[src/common/ldrb_params.svh]
`ifndef LDRB_PARAMS_SVH
`define LDRB_PARAMS_SVH
// ----------------------------------------
// Register offsets
// ----------------------------------------
`define LDRB_OFF_BRT 8'h00
`define LDRB_OFF_CUR 8'h02
`define LDRB_OFF_USA 8'h04
`define LDRB_OFF_USB 8'h06
`define LDRB_OFF_EN_SUP 8'h08
`define LDRB_OFF_EN_CNV 8'h0A
`define LDRB_OFF_EN_STR 8'h0C
`define LDRB_OFF_ST_SUP 8'h0E
`define LDRB_OFF_ST_CNV 8'h10
`define LDRB_OFF_ST_STR 8'h12
`define LDRB_OFF_STATE 8'h14
`define LDRB_OFF_IN_DUTY 8'h16
`define LDRB_OFF_OUT_DUTY 8'h18
`define LDRB_OFF_CUR_CODE 8'h1A
`define LDRB_OFF_BOOST 8'h1C
`define LDRB_OFF_DETECT 8'h1E
// ----------------------------------------
// Reset values and fields
// ----------------------------------------
`define LDRB_RST_BRT 16'h0000
`define LDRB_RST_CUR 16'h0FFF
`define LDRB_RST_USA 16'h08A3
`define LDRB_RST_USB 16'h0000
`define LDRB_RST_EN_SUP 8'hFF
`define LDRB_RST_EN_CNV 8'hFF
`define LDRB_RST_EN_STR 8'h7F
`define LDRB_GDIS_BIT 0
`define LDRB_SRC_REG 2'h2
`define LDRB_EN_DIS 2'h1
`define LDRB_EN_ENA 2'h3
`define LDRB_EN_RD_ON 2'h2
`define LDRB_SLV_BASE 6'h15
`define LDRB_DUTY_WIN 65536
`endif

[src/common/ldrb_pkg.sv]
package ldrb_pkg;
	typedef enum logic [5:0] {
		I_IDLE = 6'h01,
		I_ADDR = 6'h02,
		I_ACK = 6'h04,
		I_RX = 6'h08,
		I_TX = 6'h10,
		I_RACK = 6'h20
	} ldrb_i2c_st_t;
	typedef struct packed {
		logic [7:0] sup;
		logic [7:0] cnv;
		logic [7:0] str;
	} ldrb_fault_t;
	typedef struct packed {
		logic [15:0] live_state_readback;
		logic [15:0] output_duty_readback;
		logic [11:0] current_code_readback;
		logic [9:0] boost_target_readback;
		logic [2:0] detected_dim_mode;
		logic [2:0] detected_phase_setting;
		logic [2:0] detected_switch_rate;
		logic [2:0] detected_dim_rate;
	} ldrb_diag_t;
	typedef struct packed {
		logic [11:0] drive_current;
		logic [1:0] brt_source;
		logic [2:0] slope_sel;
		logic adv_slope;
		logic [2:0] dither_sel;
		logic [1:0] spread_range;
		logic [1:0] spread_mod;
		logic spread_pseudo;
	} ldrb_cfg_t;
	typedef struct packed {
		ldrb_i2c_st_t st;
		logic pscl;
		logic psda;
		logic [7:0] sh;
		logic [3:0] bitc;
		logic [1:0] nb;
		logic rw;
		logic [7:0] ptr;
		logic [7:0] hi;
		logic [15:0] tx;
		logic oe;
		logic [15:0] brt;
		logic [15:0] cur;
		logic [15:0] usa;
		logic [15:0] usb;
		ldrb_fault_t en;
		ldrb_fault_t flags;
		logic [15:0] bval;
		logic alert;
	} ldrb_regs_q_t;
endpackage

[src/rtl/ldrb_sync.sv]
`timescale 1ns/100ps
module ldrb_sync #(
	parameter int W = 1
) (
	input wire logic core_clk,
	input wire logic sys_rst,
	input wire logic clk_en,
	input wire logic [W-1:0] pin,
	output logic [W-1:0] level
);
	typedef struct packed {
		logic [W-1:0] s1;
		logic [W-1:0] s2;
		logic [W-1:0] s3;
		logic [W-1:0] f;
	} ldrb_sync_q_t;
	ldrb_sync_q_t q, d;
	// A change is taken only once stages two and three agree
	always_comb begin
		d = q;
		d.s1 = pin;
		d.s2 = q.s1;
		d.s3 = q.s2;
		d.f = (q.s2 & ~(q.s2 ^ q.s3)) | (q.f & (q.s2 ^ q.s3));
	end
	always_ff @(posedge core_clk or posedge sys_rst) begin
		if (sys_rst) begin
			q <= '0;
		end else if (clk_en) begin
			q <= d;
		end
	end
	assign level = q.f;
endmodule

[src/rtl/ldrb_duty_meter.sv]
`timescale 1ns/100ps
module ldrb_duty_meter #(
	parameter int WIN = 65536
) (
	input wire logic core_clk,
	input wire logic sys_rst,
	input wire logic clk_en,
	input wire logic pwm_in,
	output logic [15:0] duty
);
	localparam int WW = $clog2(WIN);
	typedef struct packed {
		logic [WW-1:0] win;
		logic [WW:0] hi;
		logic [15:0] duty;
	} ldrb_duty_q_t;
	ldrb_duty_q_t q, d;
	logic pwm_lvl;
	logic [WW+16:0] scaled;
	logic [WW:0] tot;
	ldrb_sync #(.W(1)) u_sync (
		.core_clk(core_clk),
		.sys_rst(sys_rst),
		.clk_en(clk_en),
		.pin(pwm_in),
		.level(pwm_lvl)
	);
	// ----------------------------------------
	// High time over a fixed window; WIN must be a power of two
	// ----------------------------------------
	always_comb begin
		d = q;
		// The last sample of a window must count, or a steady high pin reads short of full scale
		tot = q.hi + (WW + 1)'(pwm_lvl);
		scaled = {tot, 16'h0000} >> WW;
		d.win = q.win + 1'b1;
		d.hi = tot;
		if (q.win == (WW)'(WIN - 1)) begin
			d.hi = '0;
			d.duty = (|scaled[WW+16:16]) ? 16'hFFFF : scaled[15:0];
		end
	end
	always_ff @(posedge core_clk or posedge sys_rst) begin
		if (sys_rst) begin
			q <= '0;
		end else if (clk_en) begin
			q <= d;
		end
	end
	assign duty = q.duty;
endmodule

[src/rtl/ldrb_regs.sv]
`timescale 1ns/100ps
`include "ldrb_params.svh"
// How it works
// - Runs from pins alone; registers reset to usable defaults, brightness from PWM pin.
// - Register writes are accepted in every operating state, never gated.
// - Fault-alert pin is driven low while any enabled fault flag is set and the global disable bit is clear.
// - Faults latch into supply, converter and string flag registers, status plus clear.
// - A flag clears only when its status and clear bits are both written 1.
// - Each fault has a two-bit alert enable that reads 2'b10 when enabled.
// - Writing 2'b01 disables a fault's alert, 2'b11 enables it, others keep it.
// - Most alert enables come out of reset enabled.
// - A global disable bit blocks every fault from the alert pin.
// - The live state machine state is readable.
// - Measured PWM input duty is readable as 16 bits.
// - The 16-bit output PWM duty is readable.
// - The 12-bit LED current DAC code is readable.
// - The 10-bit adaptive boost target is readable.
// - Resistor-detected mode, phase, switch rate and dim rate are readable.
// - Configuration selects brightness from the PWM pin or the brightness register.
// - Configuration holds a dither selector for extra dimming resolution.
// - Configuration holds spread range, spread modulation rate and pseudo-random enable.
// - Configuration holds slope duration and the smoothing sloper enable.
// - Write: address+W, register address, data high byte, data low byte.
// - Read: address+W, register address, repeated start, address+R, two data bytes.
// - Answers slave address 0x2A or 0x2B, picked by the mode strap.
module ldrb_regs #(
	parameter int DUTY_WIN = `LDRB_DUTY_WIN
) (
	input wire logic core_clk,
	input wire logic sys_rst,
	input wire logic clk_en,
	input wire logic scl_in,
	input wire logic sda_in,
	output logic sda_out,
	output logic sda_oe,
	input wire logic addr_sel,
	input wire logic pwm_in,
	input wire ldrb_pkg::ldrb_fault_t fault_ev,
	input wire ldrb_pkg::ldrb_diag_t diag,
	output ldrb_pkg::ldrb_cfg_t cfg,
	output logic [15:0] brightness_value,
	output logic alert_n
);
	ldrb_pkg::ldrb_regs_q_t q, d;
	logic [1:0] pins;
	logic scl, sda;
	logic [15:0] in_duty;
	logic [15:0] rdata;
	logic scl_r, scl_f, start, stop;
	// ----------------------------------------
	// Helpers
	// ----------------------------------------
	function automatic logic [7:0] en_wr(input logic [7:0] cur, input logic [15:0] w);
		logic [7:0] r;
		r = cur;
		for (int k = 0; k < 8; k++) begin
			if (w[2*k+:2] == `LDRB_EN_DIS) begin
				r[k] = 1'b0;
			end else if (w[2*k+:2] == `LDRB_EN_ENA) begin
				r[k] = 1'b1;
			end
		end
		return r;
	endfunction
	function automatic logic [15:0] en_rd(input logic [7:0] en);
		logic [15:0] r;
		r = '0;
		for (int k = 0; k < 8; k++) begin
			r[2*k+:2] = en[k] ? `LDRB_EN_RD_ON : 2'h0;
		end
		return r;
	endfunction
	function automatic logic [7:0] clr_mask(input logic [15:0] w);
		logic [7:0] r;
		r = '0;
		for (int k = 0; k < 8; k++) begin
			r[k] = w[2*k] & w[2*k+1];
		end
		return r;
	endfunction
	function automatic logic [15:0] st_rd(input logic [7:0] st);
		logic [15:0] r;
		r = '0;
		for (int k = 0; k < 8; k++) begin
			r[2*k] = st[k];
		end
		return r;
	endfunction
	// ----------------------------------------
	// Pin conditioning and PWM input meter
	// ----------------------------------------
	ldrb_sync #(.W(2)) u_i2c_sync (
		.core_clk(core_clk),
		.sys_rst(sys_rst),
		.clk_en(clk_en),
		.pin({scl_in, sda_in}),
		.level(pins)
	);
	assign scl = pins[1];
	assign sda = pins[0];
	ldrb_duty_meter #(.WIN(DUTY_WIN)) u_meter (
		.core_clk(core_clk),
		.sys_rst(sys_rst),
		.clk_en(clk_en),
		.pwm_in(pwm_in),
		.duty(in_duty)
	);
	assign scl_r = scl & ~q.pscl;
	assign scl_f = ~scl & q.pscl;
	assign start = scl & q.pscl & q.psda & ~sda;
	assign stop = scl & q.pscl & ~q.psda & sda;
	// ----------------------------------------
	// Read multiplexer
	// ----------------------------------------
	always_comb begin
		rdata = 16'h0000;
		unique case (q.ptr)
			`LDRB_OFF_BRT: rdata = q.brt;
			`LDRB_OFF_CUR: rdata = q.cur;
			`LDRB_OFF_USA: rdata = q.usa;
			`LDRB_OFF_USB: rdata = q.usb;
			`LDRB_OFF_EN_SUP: rdata = en_rd(q.en.sup);
			`LDRB_OFF_EN_CNV: rdata = en_rd(q.en.cnv);
			`LDRB_OFF_EN_STR: rdata = en_rd(q.en.str);
			`LDRB_OFF_ST_SUP: rdata = st_rd(q.flags.sup);
			`LDRB_OFF_ST_CNV: rdata = st_rd(q.flags.cnv);
			`LDRB_OFF_ST_STR: rdata = st_rd(q.flags.str);
			`LDRB_OFF_STATE: rdata = diag.live_state_readback;
			`LDRB_OFF_IN_DUTY: rdata = in_duty;
			`LDRB_OFF_OUT_DUTY: rdata = diag.output_duty_readback;
			`LDRB_OFF_CUR_CODE: rdata = {4'h0, diag.current_code_readback};
			`LDRB_OFF_BOOST: rdata = {6'h00, diag.boost_target_readback};
			`LDRB_OFF_DETECT: begin
				rdata = {4'h0, diag.detected_dim_rate, diag.detected_switch_rate,
					diag.detected_phase_setting, diag.detected_dim_mode};
			end
			default: rdata = 16'h0000;
		endcase
	end
	// ----------------------------------------
	// Serial slave and register file
	// ----------------------------------------
	always_comb begin
		logic wv;
		logic [7:0] wa;
		logic [15:0] wd;
		logic [15:0] t;
		logic hit;
		wv = 1'b0;
		wa = q.ptr;
		wd = {q.hi, q.sh};
		t = q.tx << 1;
		hit = q.sh[7:1] == {`LDRB_SLV_BASE, addr_sel};
		d = q;
		d.pscl = scl;
		d.psda = sda;
		if (start) begin
			d.st = ldrb_pkg::I_ADDR;
			d.bitc = 4'h0;
			d.oe = 1'b0;
		end else if (stop) begin
			d.st = ldrb_pkg::I_IDLE;
			d.oe = 1'b0;
		end else begin
			unique case (q.st)
				ldrb_pkg::I_IDLE: begin
					d.oe = 1'b0;
				end
				ldrb_pkg::I_ADDR, ldrb_pkg::I_RX: begin
					if (scl_r && q.bitc < 4'h8) begin
						d.sh = {q.sh[6:0], sda};
						d.bitc = q.bitc + 4'h1;
					end else if (scl_f && q.bitc == 4'h8) begin
						d.st = ldrb_pkg::I_ACK;
						d.oe = 1'b1;
						if (q.st == ldrb_pkg::I_ADDR) begin
							d.rw = q.sh[0];
							d.nb = 2'h0;
							d.tx = rdata;
							if (!hit) begin
								d.st = ldrb_pkg::I_IDLE;
								d.oe = 1'b0;
							end
						end else begin
							d.nb = (q.nb == 2'h3) ? q.nb : q.nb + 2'h1;
							unique case (q.nb)
								2'h0: d.ptr = q.sh;
								2'h1: d.hi = q.sh;
								2'h2: wv = 1'b1;
								2'h3: begin
									// Bytes past the fourth are refused
									d.st = ldrb_pkg::I_IDLE;
									d.oe = 1'b0;
								end
							endcase
						end
					end
				end
				ldrb_pkg::I_ACK: begin
					if (scl_f) begin
						d.bitc = 4'h0;
						if (q.rw) begin
							d.st = ldrb_pkg::I_TX;
							d.oe = ~q.tx[15];
						end else begin
							d.st = ldrb_pkg::I_RX;
							d.oe = 1'b0;
						end
					end
				end
				ldrb_pkg::I_TX: begin
					if (scl_f) begin
						d.tx = t;
						d.bitc = q.bitc + 4'h1;
						if (q.bitc == 4'h7) begin
							d.st = ldrb_pkg::I_RACK;
							d.oe = 1'b0;
						end else begin
							d.oe = ~t[15];
						end
					end
				end
				ldrb_pkg::I_RACK: begin
					if (scl_r && sda) begin
						// Host said no more: let go of the line
						d.st = ldrb_pkg::I_IDLE;
					end else if (scl_f) begin
						d.st = ldrb_pkg::I_TX;
						d.bitc = 4'h0;
						d.oe = ~q.tx[15];
					end
				end
			endcase
		end
		// Fault flags: a new event beats a clear in the same cycle
		d.flags.sup = q.flags.sup | fault_ev.sup;
		d.flags.cnv = q.flags.cnv | fault_ev.cnv;
		d.flags.str = q.flags.str | fault_ev.str;
		if (wv) begin
			unique case (wa)
				`LDRB_OFF_BRT: d.brt = wd;
				`LDRB_OFF_CUR: d.cur = wd;
				`LDRB_OFF_USA: d.usa = wd;
				`LDRB_OFF_USB: d.usb = wd;
				`LDRB_OFF_EN_SUP: d.en.sup = en_wr(q.en.sup, wd);
				`LDRB_OFF_EN_CNV: d.en.cnv = en_wr(q.en.cnv, wd);
				`LDRB_OFF_EN_STR: d.en.str = en_wr(q.en.str, wd);
				`LDRB_OFF_ST_SUP: begin
					d.flags.sup = (q.flags.sup & ~clr_mask(wd)) | fault_ev.sup;
				end
				`LDRB_OFF_ST_CNV: begin
					d.flags.cnv = (q.flags.cnv & ~clr_mask(wd)) | fault_ev.cnv;
				end
				`LDRB_OFF_ST_STR: begin
					d.flags.str = (q.flags.str & ~clr_mask(wd)) | fault_ev.str;
				end
				default: d.hi = q.hi;
			endcase
		end
		// Alert follows the stored flags one cycle later
		d.alert = ~q.usb[`LDRB_GDIS_BIT] &
			|({q.flags.sup, q.flags.cnv, q.flags.str} &
			{q.en.sup, q.en.cnv, q.en.str});
		// Pin duty is the source unless software took over brightness
		d.bval = (q.usa[9:8] == `LDRB_SRC_REG) ? q.brt : in_duty;
	end
	always_ff @(posedge core_clk or posedge sys_rst) begin
		if (sys_rst) begin
			q <= '0;
			q.st <= ldrb_pkg::I_IDLE;
			q.pscl <= 1'b1;
			q.psda <= 1'b1;
			q.brt <= `LDRB_RST_BRT;
			q.cur <= `LDRB_RST_CUR;
			q.usa <= `LDRB_RST_USA;
			q.usb <= `LDRB_RST_USB;
			q.en.sup <= `LDRB_RST_EN_SUP;
			q.en.cnv <= `LDRB_RST_EN_CNV;
			q.en.str <= `LDRB_RST_EN_STR;
		end else if (clk_en) begin
			q <= d;
		end
	end
	// ----------------------------------------
	// Outputs
	// ----------------------------------------
	assign sda_out = 1'b0;
	assign sda_oe = q.oe;
	assign alert_n = ~q.alert;
	assign brightness_value = q.bval;
	assign cfg.drive_current = q.cur[11:0];
	assign cfg.brt_source = q.usa[9:8];
	assign cfg.slope_sel = q.usa[7:5];
	assign cfg.adv_slope = q.usa[1];
	assign cfg.dither_sel = q.usa[4:2];
	assign cfg.spread_range = q.usa[11:10];
	assign cfg.spread_mod = q.usa[13:12];
	assign cfg.spread_pseudo = q.usa[14];
endmodule

[config.mk]
export PLATFORM = sky130hd
export DESIGN_NAME = ldrb_regs
export DESIGN_NICKNAME = d
export VERILOG_FILES = /design/src/common/ldrb_pkg.sv /design/src/rtl/ldrb_sync.sv /design/src/rtl/ldrb_duty_meter.sv /design/src/rtl/ldrb_regs.sv
export VERILOG_INCLUDE_DIRS = /design/src /design/src/common
export SDC_FILE = /design/constraint.sdc
export NUM_CORES = 1
export LEC_CHECK = 0
export ABC_AREA = 1
export BUFFER_PORTS_ARGS = -buffer_cell sky130_fd_sc_hd__buf_2
export CAP_MARGIN = 20
export CORE_ASPECT_RATIO = 1.75
export CORE_MARGIN = 1.5
export CORE_UTILIZATION = 55
export DETAILED_ROUTE_END_ITERATION = 10
export PLACE_DENSITY = 0.75
export SLEW_MARGIN = 20
export SYNTH_ARGS = -nofsm -noshare
export SYNTH_HDL_FRONTEND = slang
export SYNTH_SLANG_ARGS = --single-unit
[constraint.sdc]
create_clock -name core_clk -period 8.85 [get_ports core_clk]
set_clock_uncertainty 0.05 [all_clocks]
set_input_delay 0.4425 -clock core_clk [delete_from_list [all_inputs] [get_ports core_clk]]
set_output_delay 0.4425 -clock core_clk [all_outputs]
set_load 0.02 [all_outputs]
==> results of run 1 <==
layout by cell type, fill, tap and decap left out, types with 16 or more instances in the layout:
cell type  count
nand2_1      568
dfrtp_1      203
nor2_1       191
buf_2        140
inv_1        139
o21ai_0      132
nand3_1      115
o21ai_1       80
a21oi_1       57
dfstp_2       43
nand4_1       25
clkbuf_16     25
xor2_1        20
nand2_2       19
nor2_4        16
flip-flops by register name, summed over array words and instances (netlist names), named ones only:
signal            cells
u_meter.u_sync.d      2
brightness_value     16
u_meter.q            33
q                   142
cfg                  26
u_i2c_sync.q          2
u_i2c_sync.d          4
u_meter.u_sync.q      1
u_meter.duty         16
sda_oe                1
metrics by stage:
stage	cell area [um^2]	setup slack (ns)
6_report	14800	6.33
5_1_grt	14800	6.07
4_1_cts	14800	6.14
3_5_place_dp	13900	6.18
3_3_place_gp	13900	6.24
2_1_floorplan	13300	1.67
routing by layer:
layer  share of wire, %  wire length, um  global-route usage (%)  vias to the layer above
li1                   -                -                       -                     5808
met4                7.6             3310                    22.6                        0
met3                7.9             3450                    5.59                      179
met2                 49            21100                    59.0                      635
met1                 36            15600                    41.8                     5739
met5                  0                0                       0                        -
power breakdown:
| part | total (W) | leakage (nW) | switching, W | internal, W |
|---|---|---|---|---|
| combinational | 0.000466 | 3.69 | 0.000316 | 0.000150 |
| sequential | 0.00130 | 3.02 | 0.0000775 | 0.00122 |
| clock | 0.00116 | 0.438 | 0.000458 | 0.000699 |
how the worst min path moves through the flow:
stage	startpoint	to	cells past startpoint	slack, ns
after CTS	sys_rst	u_meter.u_sync.d[2]$_DFFE_PP0P_	2	0.01
after detailed placement	u_i2c_sync.d[4]$_DFFE_PP0P_	u_i2c_sync.d[4]$_DFFE_PP0P_	2	0.41
after global placement	u_i2c_sync.d[4]$_DFFE_PP0P_	u_i2c_sync.d[4]$_DFFE_PP0P_	2	0.40
final	sys_rst	u_meter.u_sync.d[2]$_DFFE_PP0P_	2	-0.02
after floorplan	u_i2c_sync.d[2]$_DFFE_PP0P_	u_i2c_sync.d[2]$_DFFE_PP0P_	2	0.39
after global routing	sys_rst	u_meter.u_sync.d[2]$_DFFE_PP0P_	2	0.03
area by class of cell:
| class | instances | share of cell area [%] |
|---|---|---|
| Timing Repair Buffer | 149 | 5.35 |
| Clock buffer | 36 | 5.05 |
| Clock inverter | 8 | 0.964 |
| Sequential cell | 246 | 42.0 |
| Multi-Input combinational cell | 1286 | 40.0 |
| Tap cell | 308 | 2.61 |
| Inverter | 155 | 3.99 |
logic make-up (layout without fill, tap and decap cells):
family,Yosys count,after routing,synth area share [%]
AOI/OAI and AO/OA,281,281,10.7
xor gates and xnor gates,26,26,1.71
adders and majority gates,9,9,0.846
buffers and inverters,252,348,8.94
DFF,246,246,46.6
other,1,1,0.0282
and+or+nand+nor,969,969,31.1
critical path, delay by kind of cell, from the launching register on:
kind,cells,cell delay [ns]
buffers and inverters,3,0.57
and+or+nand+nor,9,1.38
DFF,1,0.43
==> qor.yml, run 1 <==
clock_network:
  clk_pin_slew_ns: 0.07
  htreeDepth: 1
  cts_setup_buffers: 0
  cts_tree: "done"
  postCtsResizedCells: 0
  numClockSinks: 246
  postCtsHoldBufs: 0
  numCtsBuffers: 24
  clockRootBuffer: "clkbuf_16"
  clk_path_buf_depth: 3
  insertion_delay_ns: 0.53
global_route:
  gr-usage-all-layers_pct: 35.3
  grt_start_max_net_pins: 100
  first_global_vias: 12099
  overflow: 0
  grt_pass1_wl_um: 67400
  antenna_found_initial: 0
final_layout:
  antenna_cells: 0
  multi_input_area_um2: 5920
  final_util_pct: 62.1
  fin_nets: 1968
  num-fill-cells: 2247
  syn2layout_area_growth_pct: 11.1
  final_cell_count_no_fill: 2188
  drive_gt1_share_pct: 16.2
  seq_area_um2: 6210
setup_path:
  cp_max_fo: 7
  r2r_start: "q[155]$_DFFE_PP0P_"
  cp-start-kind: "register"
  cp_common_cell: "nand2_1"
  crit_path_end: "q[133]$_DFFE_PP0P_"
  path_cells: "inv_2, nand2_1, nor2_1, buf_4, nand2_2, inv_1, nand2_1, nand3_1, nor2_1, nand2_1, nand2_1, nand2_1"
  crit_path_start: "q[155]$_DFFE_PP0P_"
  critPathKind: "register to register"
  ff2ff_setup_slack_ns: 6.33
  cp.required_ns: 9.27
  r2r_end: "q[133]$_DFFE_PP0P_"
  worstSetupEndpointType: "register"
  cp.arrival_ns: 2.94
  reg2reg_depth: 12
  slowest_stage: "nor2_1"
  worst_path_largest_cell_delay_ns: 0.53
logic_synthesis:
  yosysMostFrequentCell: "nand2_1"
  synth_top_area_share_pct: 38.1
  synth_cell_types: 37
  synth_area_leaders: "dfrtp_1 (38%), nand2_1 (16%), dfstp_2 (8.5%), nor2_1 (5.4%), o21ai_0 (5.0%)"
  ys_ff_latch: 246
  avgSynthCellArea_um2: 7.46
  yosys.area.top_type: "dfrtp_1"
  synth_common_cells: "nand2_1 (568), dfrtp_1 (203), nor2_1 (192)"
  synth_edf_count: 0
  synthFlopType: "dfrtp_1"
  syn-num-nets: 1890
  syn-cell-area_um2: 13300
  yosysWarnings: 0
  ys_seq_area_share_pct: 46.6
  syn_inst: 1784
  synthArstFlopShare_pct: 100
route:
  via_count: 12361
  wire_per_inst_um: 19.9
  wl_um: 43400
  first_pass_iters: 5
  drtAntennaViolNets: 0
  drc_errors: 0
  drt_first_iter_violations: 1275
  via_per_inst: 5.65
sta:
  rsz0062_at_grt: "no"
  holdWs_ns: -0.0231
  setup_viol: 0
  hold_viol_final: 17
  max_freq_ghz: 0.396
  fin_crit_ns: 2.52
  worstMarginPinSlew_ns: 0.986
  finalSetupTns_ns: 0
  fin_crit_sh_pct: 28.5
  slew_violations: 0
  max_slew_margin_pct: 34.0
placed_design:
  numPortBuffers: 140
  gp_congestion: 1.08
  place_inst: 2143
  hpwl_um: 32600
floorplan:
  core_um2: 23800
  rows: 75
  die_y_um: 209
  die-area_um2: 25200
  die_width_um: 121
  initial_core_util_pct: 55.9
  ioPinCount: 142
pwr:
  power_w: 0.00293
  vdd_drop_max_mv: 0.178
  p_leak_nw: 7.15
  power_per_cell_area_nw_per_um2: 198
min_path:
  hp-class: "primary input to async pin"
flow_run:
  max_cap_violations: 0
status:
  failed_checks: "hold timing"
  outcome: "finished with violations"
No activity file was read; power rests on OpenSTA's default activity.
==> run 2: changes to the inputs <==
--- a/config.mk
+++ b/config.mk
@@ -11,9 +11,9 @@
 export CAP_MARGIN = 20
 export CORE_ASPECT_RATIO = 1.75
 export CORE_MARGIN = 1.5
-export CORE_UTILIZATION = 55
+export CORE_UTILIZATION = 54
 export DETAILED_ROUTE_END_ITERATION = 10
-export PLACE_DENSITY = 0.75
+export PLACE_DENSITY = 0.77
 export SLEW_MARGIN = 20
 export SYNTH_ARGS = -nofsm -noshare
 export SYNTH_HDL_FRONTEND = slang
==> constraint.sdc (replaced) <==
create_clock -name core_clk -period 2 [get_ports core_clk]
set_clock_uncertainty 0.05 [all_clocks]
set_input_delay 0.1 -clock core_clk [delete_from_list [all_inputs] [get_ports core_clk]]
set_output_delay 0.1 -clock core_clk [all_outputs]
set_load 0.02 [all_outputs]
==> run 2 against run 1 <==
Effect of this change:
- the run now ends clean
- register-to-register slack got worse by 6.3 ns
- core utilization is 6.7 points higher
- total power increased to 4.5 times the previous value
- via count increased by 7.5%
- setup slack got worse by 6.3 ns
- clock-buffer cell count unchanged
- routed wire length up 6.0%
- non-clock buffer count is 145 higher
- critical endpoint is now q[138]$_DFFE_PP0P_
- largest cell class is now multi-input combinational cells
- largest power group unchanged
==> qor.yml, run 2 (synthesis results as in run 1) <==
setup_path:
  cp.arrival_ns: 2.35
  path_cells: "inv_1, nand2_2, nor2_4, inv_2, nand2_2, nor2_4, nand3_2, nor2_4, buf_12, clkbuf_16, nand2_2, o21ai_1, nand2_1"
  r2r_start: "q[177]$_DFFE_PP1P_"
  cp_max_fo: 7
  worst_path_largest_cell_delay_ns: 0.54
  critPathKind: "register to register"
  cp.required_ns: 2.37
  reg2reg_depth: 13
  ff2ff_setup_slack_ns: 0.02
  cp.buffers_inverters: 4
  cp-start-kind: "register"
  critPathTopFamily: "simple AND/OR/NAND/NOR gates"
  worstSetupEndpointType: "register"
  slowest_stage: "dfstp_2"
  r2r_end: "q[138]$_DFFE_PP0P_"
sta:
  max_slew_margin_pct: 62.6
  hold_viol_final: 0
  worstMarginPinSlew_ns: 0.559
  fin_ws_ns: 0.0203
  rsz0062_at_grt: "yes"
  slew_violations: 0
  fin_crit_sh_pct: 99.0
  setup_viol: 0
  max_freq_ghz: 0.505
  fin_crit_ns: 1.98
floorplan:
  rows: 75
  die-area_um2: 25600
  die_y_um: 211
  die_width_um: 122
  core_um2: 24100
  initial_core_util_pct: 55.2
  ioPinCount: 142
pwr:
  p_seq_share_pct: 44.3
  switching_share_pct: 29.9
  power_w: 0.0131
  p_comb_share_pct: 18.8
  power_per_cell_area_nw_per_um2: 792
  internal-power_w: 0.00920
  p_switching_w: 0.00393
  vdd_drop_max_mv: 0.811
  clock_power_share_pct: 36.8
  p_leak_nw: 7.96
placed_design:
  place_inst: 2208
  hpwl_um: 33500
  post-place-ws_ns: 0.0200
  gp_congestion: 1.07
  numPortBuffers: 140
min_path:
  holdPathStages: 7
  min_from: "diag[47]"
  hold_end: "q[143]$_DFFE_PP0P_"
  hp-class: "primary input to register"
global_route:
  first_global_vias: 12903
  use_met3_pct: 5.26
  grt_start_max_net_pins: 55
  grtUsageMet1_pct: 40.9
  overflow: 0
  grt.busiest_layer: "met2"
  met2_usage_pct: 60.2
  antenna_found_initial: 0
  gr-usage-all-layers_pct: 35.7
  grt_pass1_wl_um: 69200
final_layout:
  seq_area_um2: 6210
  largest_reg_flops: 142
  num-fill-cells: 1924
  final_util_pct: 68.8
  layout_commonest_cell: "nand2_1"
  syn2layout_area_growth_pct: 24.5
  final_cell_count_no_fill: 2334
  final_cell_mix: "nand2_1 (558), dfrtp_1 (203), nor2_1 (162), buf_2 (141), inv_1 (133)"
  fin_nets: 2114
  antenna_cells: 0
  multi_input_area_um2: 6230
  drive_gt1_share_pct: 22.7
  largest-register: "q"
clock_network:
  htreeDepth: 1
  clk_path_buf_depth: 3
  numCtsBuffers: 24
  numClockSinks: 246
  insertion_delay_ns: 0.55
  cts_tree: "done"
  clockRootBuffer: "clkbuf_16"
  clk_pin_slew_ns: 0.07
status:
  outcome: "finished, final reports clean"
route:
  drtAntennaViolNets: 0
  via_count: 13292
  drc_errors: 0
  drt_first_iter_violations: 1196
  wire_per_inst_um: 19.7
  wl_um: 46100
  first_pass_iters: 8
  via_per_inst: 5.69
flow_run:
  max_cap_violations: 0
-- run 2: worst min-delay path: stages --
cell and delay [ns]:
buf_2 0.07, inv_1 0.03, nor2_1 0.12, nor2_1 0.06, nand3_1 0.07, nand2_1 0.06
nand2_1 0.05
-- run 2: layout make-up --
cell class	instances	share of cell area, %
Multi-Input combinational cell	1286	37.6
Sequential cell	246	37.4
Timing Repair inverter	1	0.0302
Inverter	155	3.65
Clock buffer	36	4.44
Clock inverter	8	0.664
Tap cell	308	2.32
Timing Repair Buffer	294	13.9
-- run 2: per-stage QoR --
step / hold WS, ns / instance area (um^2) / TNS [ns]
floorplan: 0.167 / 13300 / -295.25
global placement: 0.0516 / 14500 / 0
detailed placement: 0.0510 / 14500 / 0
CTS: 0.00459 / 15900 / 0
global route: 0.0656 / 16600 / -2.03
finish: 0.0228 / 16600 / 0
-- run 2: power groups by stage --
stage	Combinational, W	Sequential, W	Clock, W
6_report	0.00247	0.00582	0.00484
5_1_grt	0.00277	0.00585	0.00507
3_3_place_gp	0.00207	0.00583	0
4_1_cts	0.00224	0.00577	0.00488
2_1_floorplan	0.00151	0.00576	0
3_5_place_dp	0.00214	0.00585	0
-- run 2: per-layer routing --
metal | routed length, um | vias to the layer above
li1 | - | 6119
met1 | 16100 | 6224
met2 | 22400 | 715
met3 | 3380 | 234
met4 | 4160 | 0
met5 | 0 | -
-- run 2: worst max-delay path by stage --
| stage | start | endpoint | slack [ns] | cells past startpoint |
|---|---|---|---|---|
| 6_report | q[177]$_DFFE_PP1P_ | q[138]$_DFFE_PP0P_ | 0.02 | 13 |
| 2_1_floorplan | sys_rst | async pin | -1.35 | 1 |
| 5_1_grt | q[177]$_DFFE_PP1P_ | q[138]$_DFFE_PP0P_ | -0.10 | 13 |
| 3_3_place_gp | q[166]$_DFFE_PP0P_ | q[43]$_DFFE_PP1P_ | 0.04 | 12 |
| 4_1_cts | q[158]$_DFFE_PP0P_ | q[139]$_DFFE_PP0P_ | 0.02 | 12 |
| 3_5_place_dp | q[181]$_DFFE_PP0P_ | q[133]$_DFFE_PP0P_ | 0.02 | 9 |
-- run 2: timing repair --
item,CTS,global route
gates cloned,0,6
setup endpoints to repair,5,136
hold buffers,52,0
gates resized for setup,4,110
endpoints found under the hold margin,176,0
buffers inserted,0,25
pin swaps,0,33
==> run 3: changes to the inputs <==
--- a/config.mk
+++ b/config.mk
@@ -7,13 +7,16 @@
 export NUM_CORES = 1
 export LEC_CHECK = 0
 export ABC_AREA = 1
+export ABC_CLOCK_PERIOD_IN_PS = 2000
 export BUFFER_PORTS_ARGS = -buffer_cell sky130_fd_sc_hd__buf_2
 export CAP_MARGIN = 20
+export CELL_PAD_IN_SITES_DETAIL_PLACEMENT = 0
+export CELL_PAD_IN_SITES_GLOBAL_PLACEMENT = 1
 export CORE_ASPECT_RATIO = 1.75
 export CORE_MARGIN = 1.5
-export CORE_UTILIZATION = 54
+export CORE_UTILIZATION = 39
 export DETAILED_ROUTE_END_ITERATION = 10
-export PLACE_DENSITY = 0.77
+export PLACE_DENSITY_LB_ADDON = 0.1
 export SLEW_MARGIN = 20
 export SYNTH_ARGS = -nofsm -noshare
 export SYNTH_HDL_FRONTEND = slang
==> run 3 against run 2 <==
Effect of this change:
- total power up 4.7%
- flip-flop and latch count unchanged
- via count down 2.8%
- cell count up 7.6%
- the run now ends with setup timing left
- routed wire length up 14%
- critical path depth down 1
- clock power up 9.5%
- sequential power down 0.9%
- setup slack worse by 0.023 ns
==> qor.yml, run 3 (synthesis results as in run 1) <==
route:
  first_pass_iters: 5
  wl_um: 52700
  wire_per_inst_um: 21.0
  via_count: 12917
  drc_errors: 0
  drtAntennaViolNets: 0
  via_per_inst: 5.14
  drt_first_iter_violations: 763
flow_run:
  max_cap_violations: 0
floorplan:
  ioPinCount: 142
  die-area_um2: 35300
  rows: 89
  initial_core_util_pct: 39.6
  core_um2: 33600
  die_width_um: 143
  die_y_um: 247
pwr:
  vdd_drop_max_mv: 0.621
  internal-power_w: 0.00967
  p_switching_w: 0.00408
  p_comb_share_pct: 19.5
  power_w: 0.0137
  switching_share_pct: 29.6
  power_per_cell_area_nw_per_um2: 791
  p_seq_share_pct: 42.0
  p_leak_nw: 8.21
  clock_power_share_pct: 38.5
setup_path:
  critPathKind: "register to register"
  path_cells: "inv_2, ha_4, nand3_4, nor2_4, buf_6, nand3_4, nor2_4, buf_12, inv_6, nor2_4, buf_12, a21oi_1"
  critPathTopFamily: "simple AND/OR/NAND/NOR gates"
  cp-start-kind: "register"
  worst_path_largest_cell_delay_ns: 0.39
  cp.required_ns: 2.38
  worstSetupEndpointType: "register"
  ff2ff_setup_slack_ns: -0.003
  cp.arrival_ns: 2.38
  cp_common_cell: "nor2_4"
  cp_max_fo: 7
  slowest_stage: "dfrtp_1"
  cp.buffers_inverters: 5
sta:
  setup_viol: 1
  rsz0062_at_grt: "yes"
  slew_violations: 0
  fin_ws_ns: -0.00302
  max_freq_ghz: 0.499
  holdWs_ns: 0.00700
  fin_crit_ns: 2.00
  hold_viol_final: 0
  worstMarginPinSlew_ns: 0.660
  fin_crit_sh_pct: 100
  max_slew_margin_pct: 56.0
final_layout:
  largest_reg_flops: 142
  final_util_pct: 51.7
  final_cell_mix: "nand2_1 (536), dfrtp_1 (201), nor2_1 (168), buf_2 (140), inv_1 (132)"
  layout_commonest_cell: "nand2_1"
  fin_nets: 2143
  largest-register: "q"
  syn2layout_area_growth_pct: 30.6
  drive_gt1_share_pct: 26.2
  antenna_cells: 0
placed_design:
  hpwl_um: 38900
  gp_congestion: 0.916
  numPortBuffers: 140
status:
  failed_checks: "setup timing"
  outcome: "finished with violations"
clock_network:
  insertion_delay_ns: 0.54
  clk_path_buf_depth: 3
  numClockSinks: 246
  clk_pin_slew_ns: 0.06
  clockRootBuffer: "clkbuf_16"
  htreeDepth: 1
  cts_tree: "done"
  numCtsBuffers: 26
global_route:
  grt_pass1_wl_um: 75900
  overflow: 0
  gr-usage-all-layers_pct: 29.1
  antenna_found_initial: 0
  grt_start_max_net_pins: 98
  first_global_vias: 12878
min_path:
  hp-class: "primary input to register"
-- run 3: cell types whose count changed in the layout (fill, tap and decap cells not counted), moves of 8 or more --
cell	before	now
clkbuf_16	27	36
o21ai_0	119	107
a21oi_1	54	40
o21ai_2	6	18
buf_4	70	90
nand2_1	558	536
nor2_2	31	23
a21oi_2	3	17
nand2_2	23	44
-- run 3: metal layers --
metal | global-route usage, % | routed length [um]
met3 | 2.72 | 2070
met4 | 14.3 | 3280
met1 | 32.6 | 19500
met2 | 54.5 | 27800
met5 | 0 | 0
-- run 3: path summary, 6_finish.rpt --
kind                                            from                   endpoint  cells after the start
min in group asynchronous                    sys_rst          q[25]$_DFFE_PP0P_                      4
min                                         diag[65]         q[145]$_DFFE_PP0P_                      7
max in group asynchronous                    sys_rst  u_meter.q[44]$_DFFE_PP0P_                      4
max                               q[166]$_DFFE_PP0P_          q[38]$_DFFE_PP0P_                     12
min reg2reg                u_meter.q[39]$_DFFE_PP0P_  u_meter.q[39]$_DFFE_PP0P_                      1
max reg2reg                       q[166]$_DFFE_PP0P_          q[38]$_DFFE_PP0P_                     12
-- run 3: power groups by stage --
stage	clock network, W	registers (W)	logic, W
global route	0.00557	0.00582	0.00299
global placement	0	0.00581	0.00230
finish	0.00530	0.00577	0.00268
floorplan	0	0.00576	0.00151
detailed placement	0	0.00582	0.00233
CTS	0.00542	0.00574	0.00242
-- run 3: stage by stage --
| stage | TNS [ns] | instance area (um^2) | setup slack [ns] | std cells |
|---|---|---|---|---|
| 5_1_grt | -4.93 | 17400 | -0.0951 | 2512 |
| 2_1_floorplan | -295.25 | 13300 | -1.35 | 1784 |
| 4_1_cts | 0 | 16400 | 0.00237 | 2486 |
| 6_report | -0.00302 | 17400 | -0.00302 | 2512 |
| 3_5_place_dp | -0.0960 | 15000 | -0.0533 | 2388 |
| 3_3_place_gp | -0.0444 | 15000 | -0.0444 | 2388 |
-- run 3: final cells by class --
class	count	area, um^2
Multi-Input combinational cell	1287	6420
Fill cell	3350	16200
Tap cell	455	569
Timing Repair Buffer	321	2660
Sequential cell	246	6210
Inverter	155	607
Clock inverter	10	156
Clock buffer	38	767
-- run 3: worst min-delay path: stages --
cell and delay, ns:
buf_2 0.08, nand2_1 0.04, nand2_1 0.05, nor2_1 0.05, nand3_1 0.12, nand2_1 0.07
nand2_1 0.05
-- run 3: what timing repair did --
item | CTS | global route
buffers inserted | 0 | 14
cloned | 0 | 12
endpoints found under the setup margin | 14 | 155
pin swaps | 0 | 25
hold buffers | 50 | 0
resized for setup | 7 | 174
hold endpoints to repair | 257 | 0
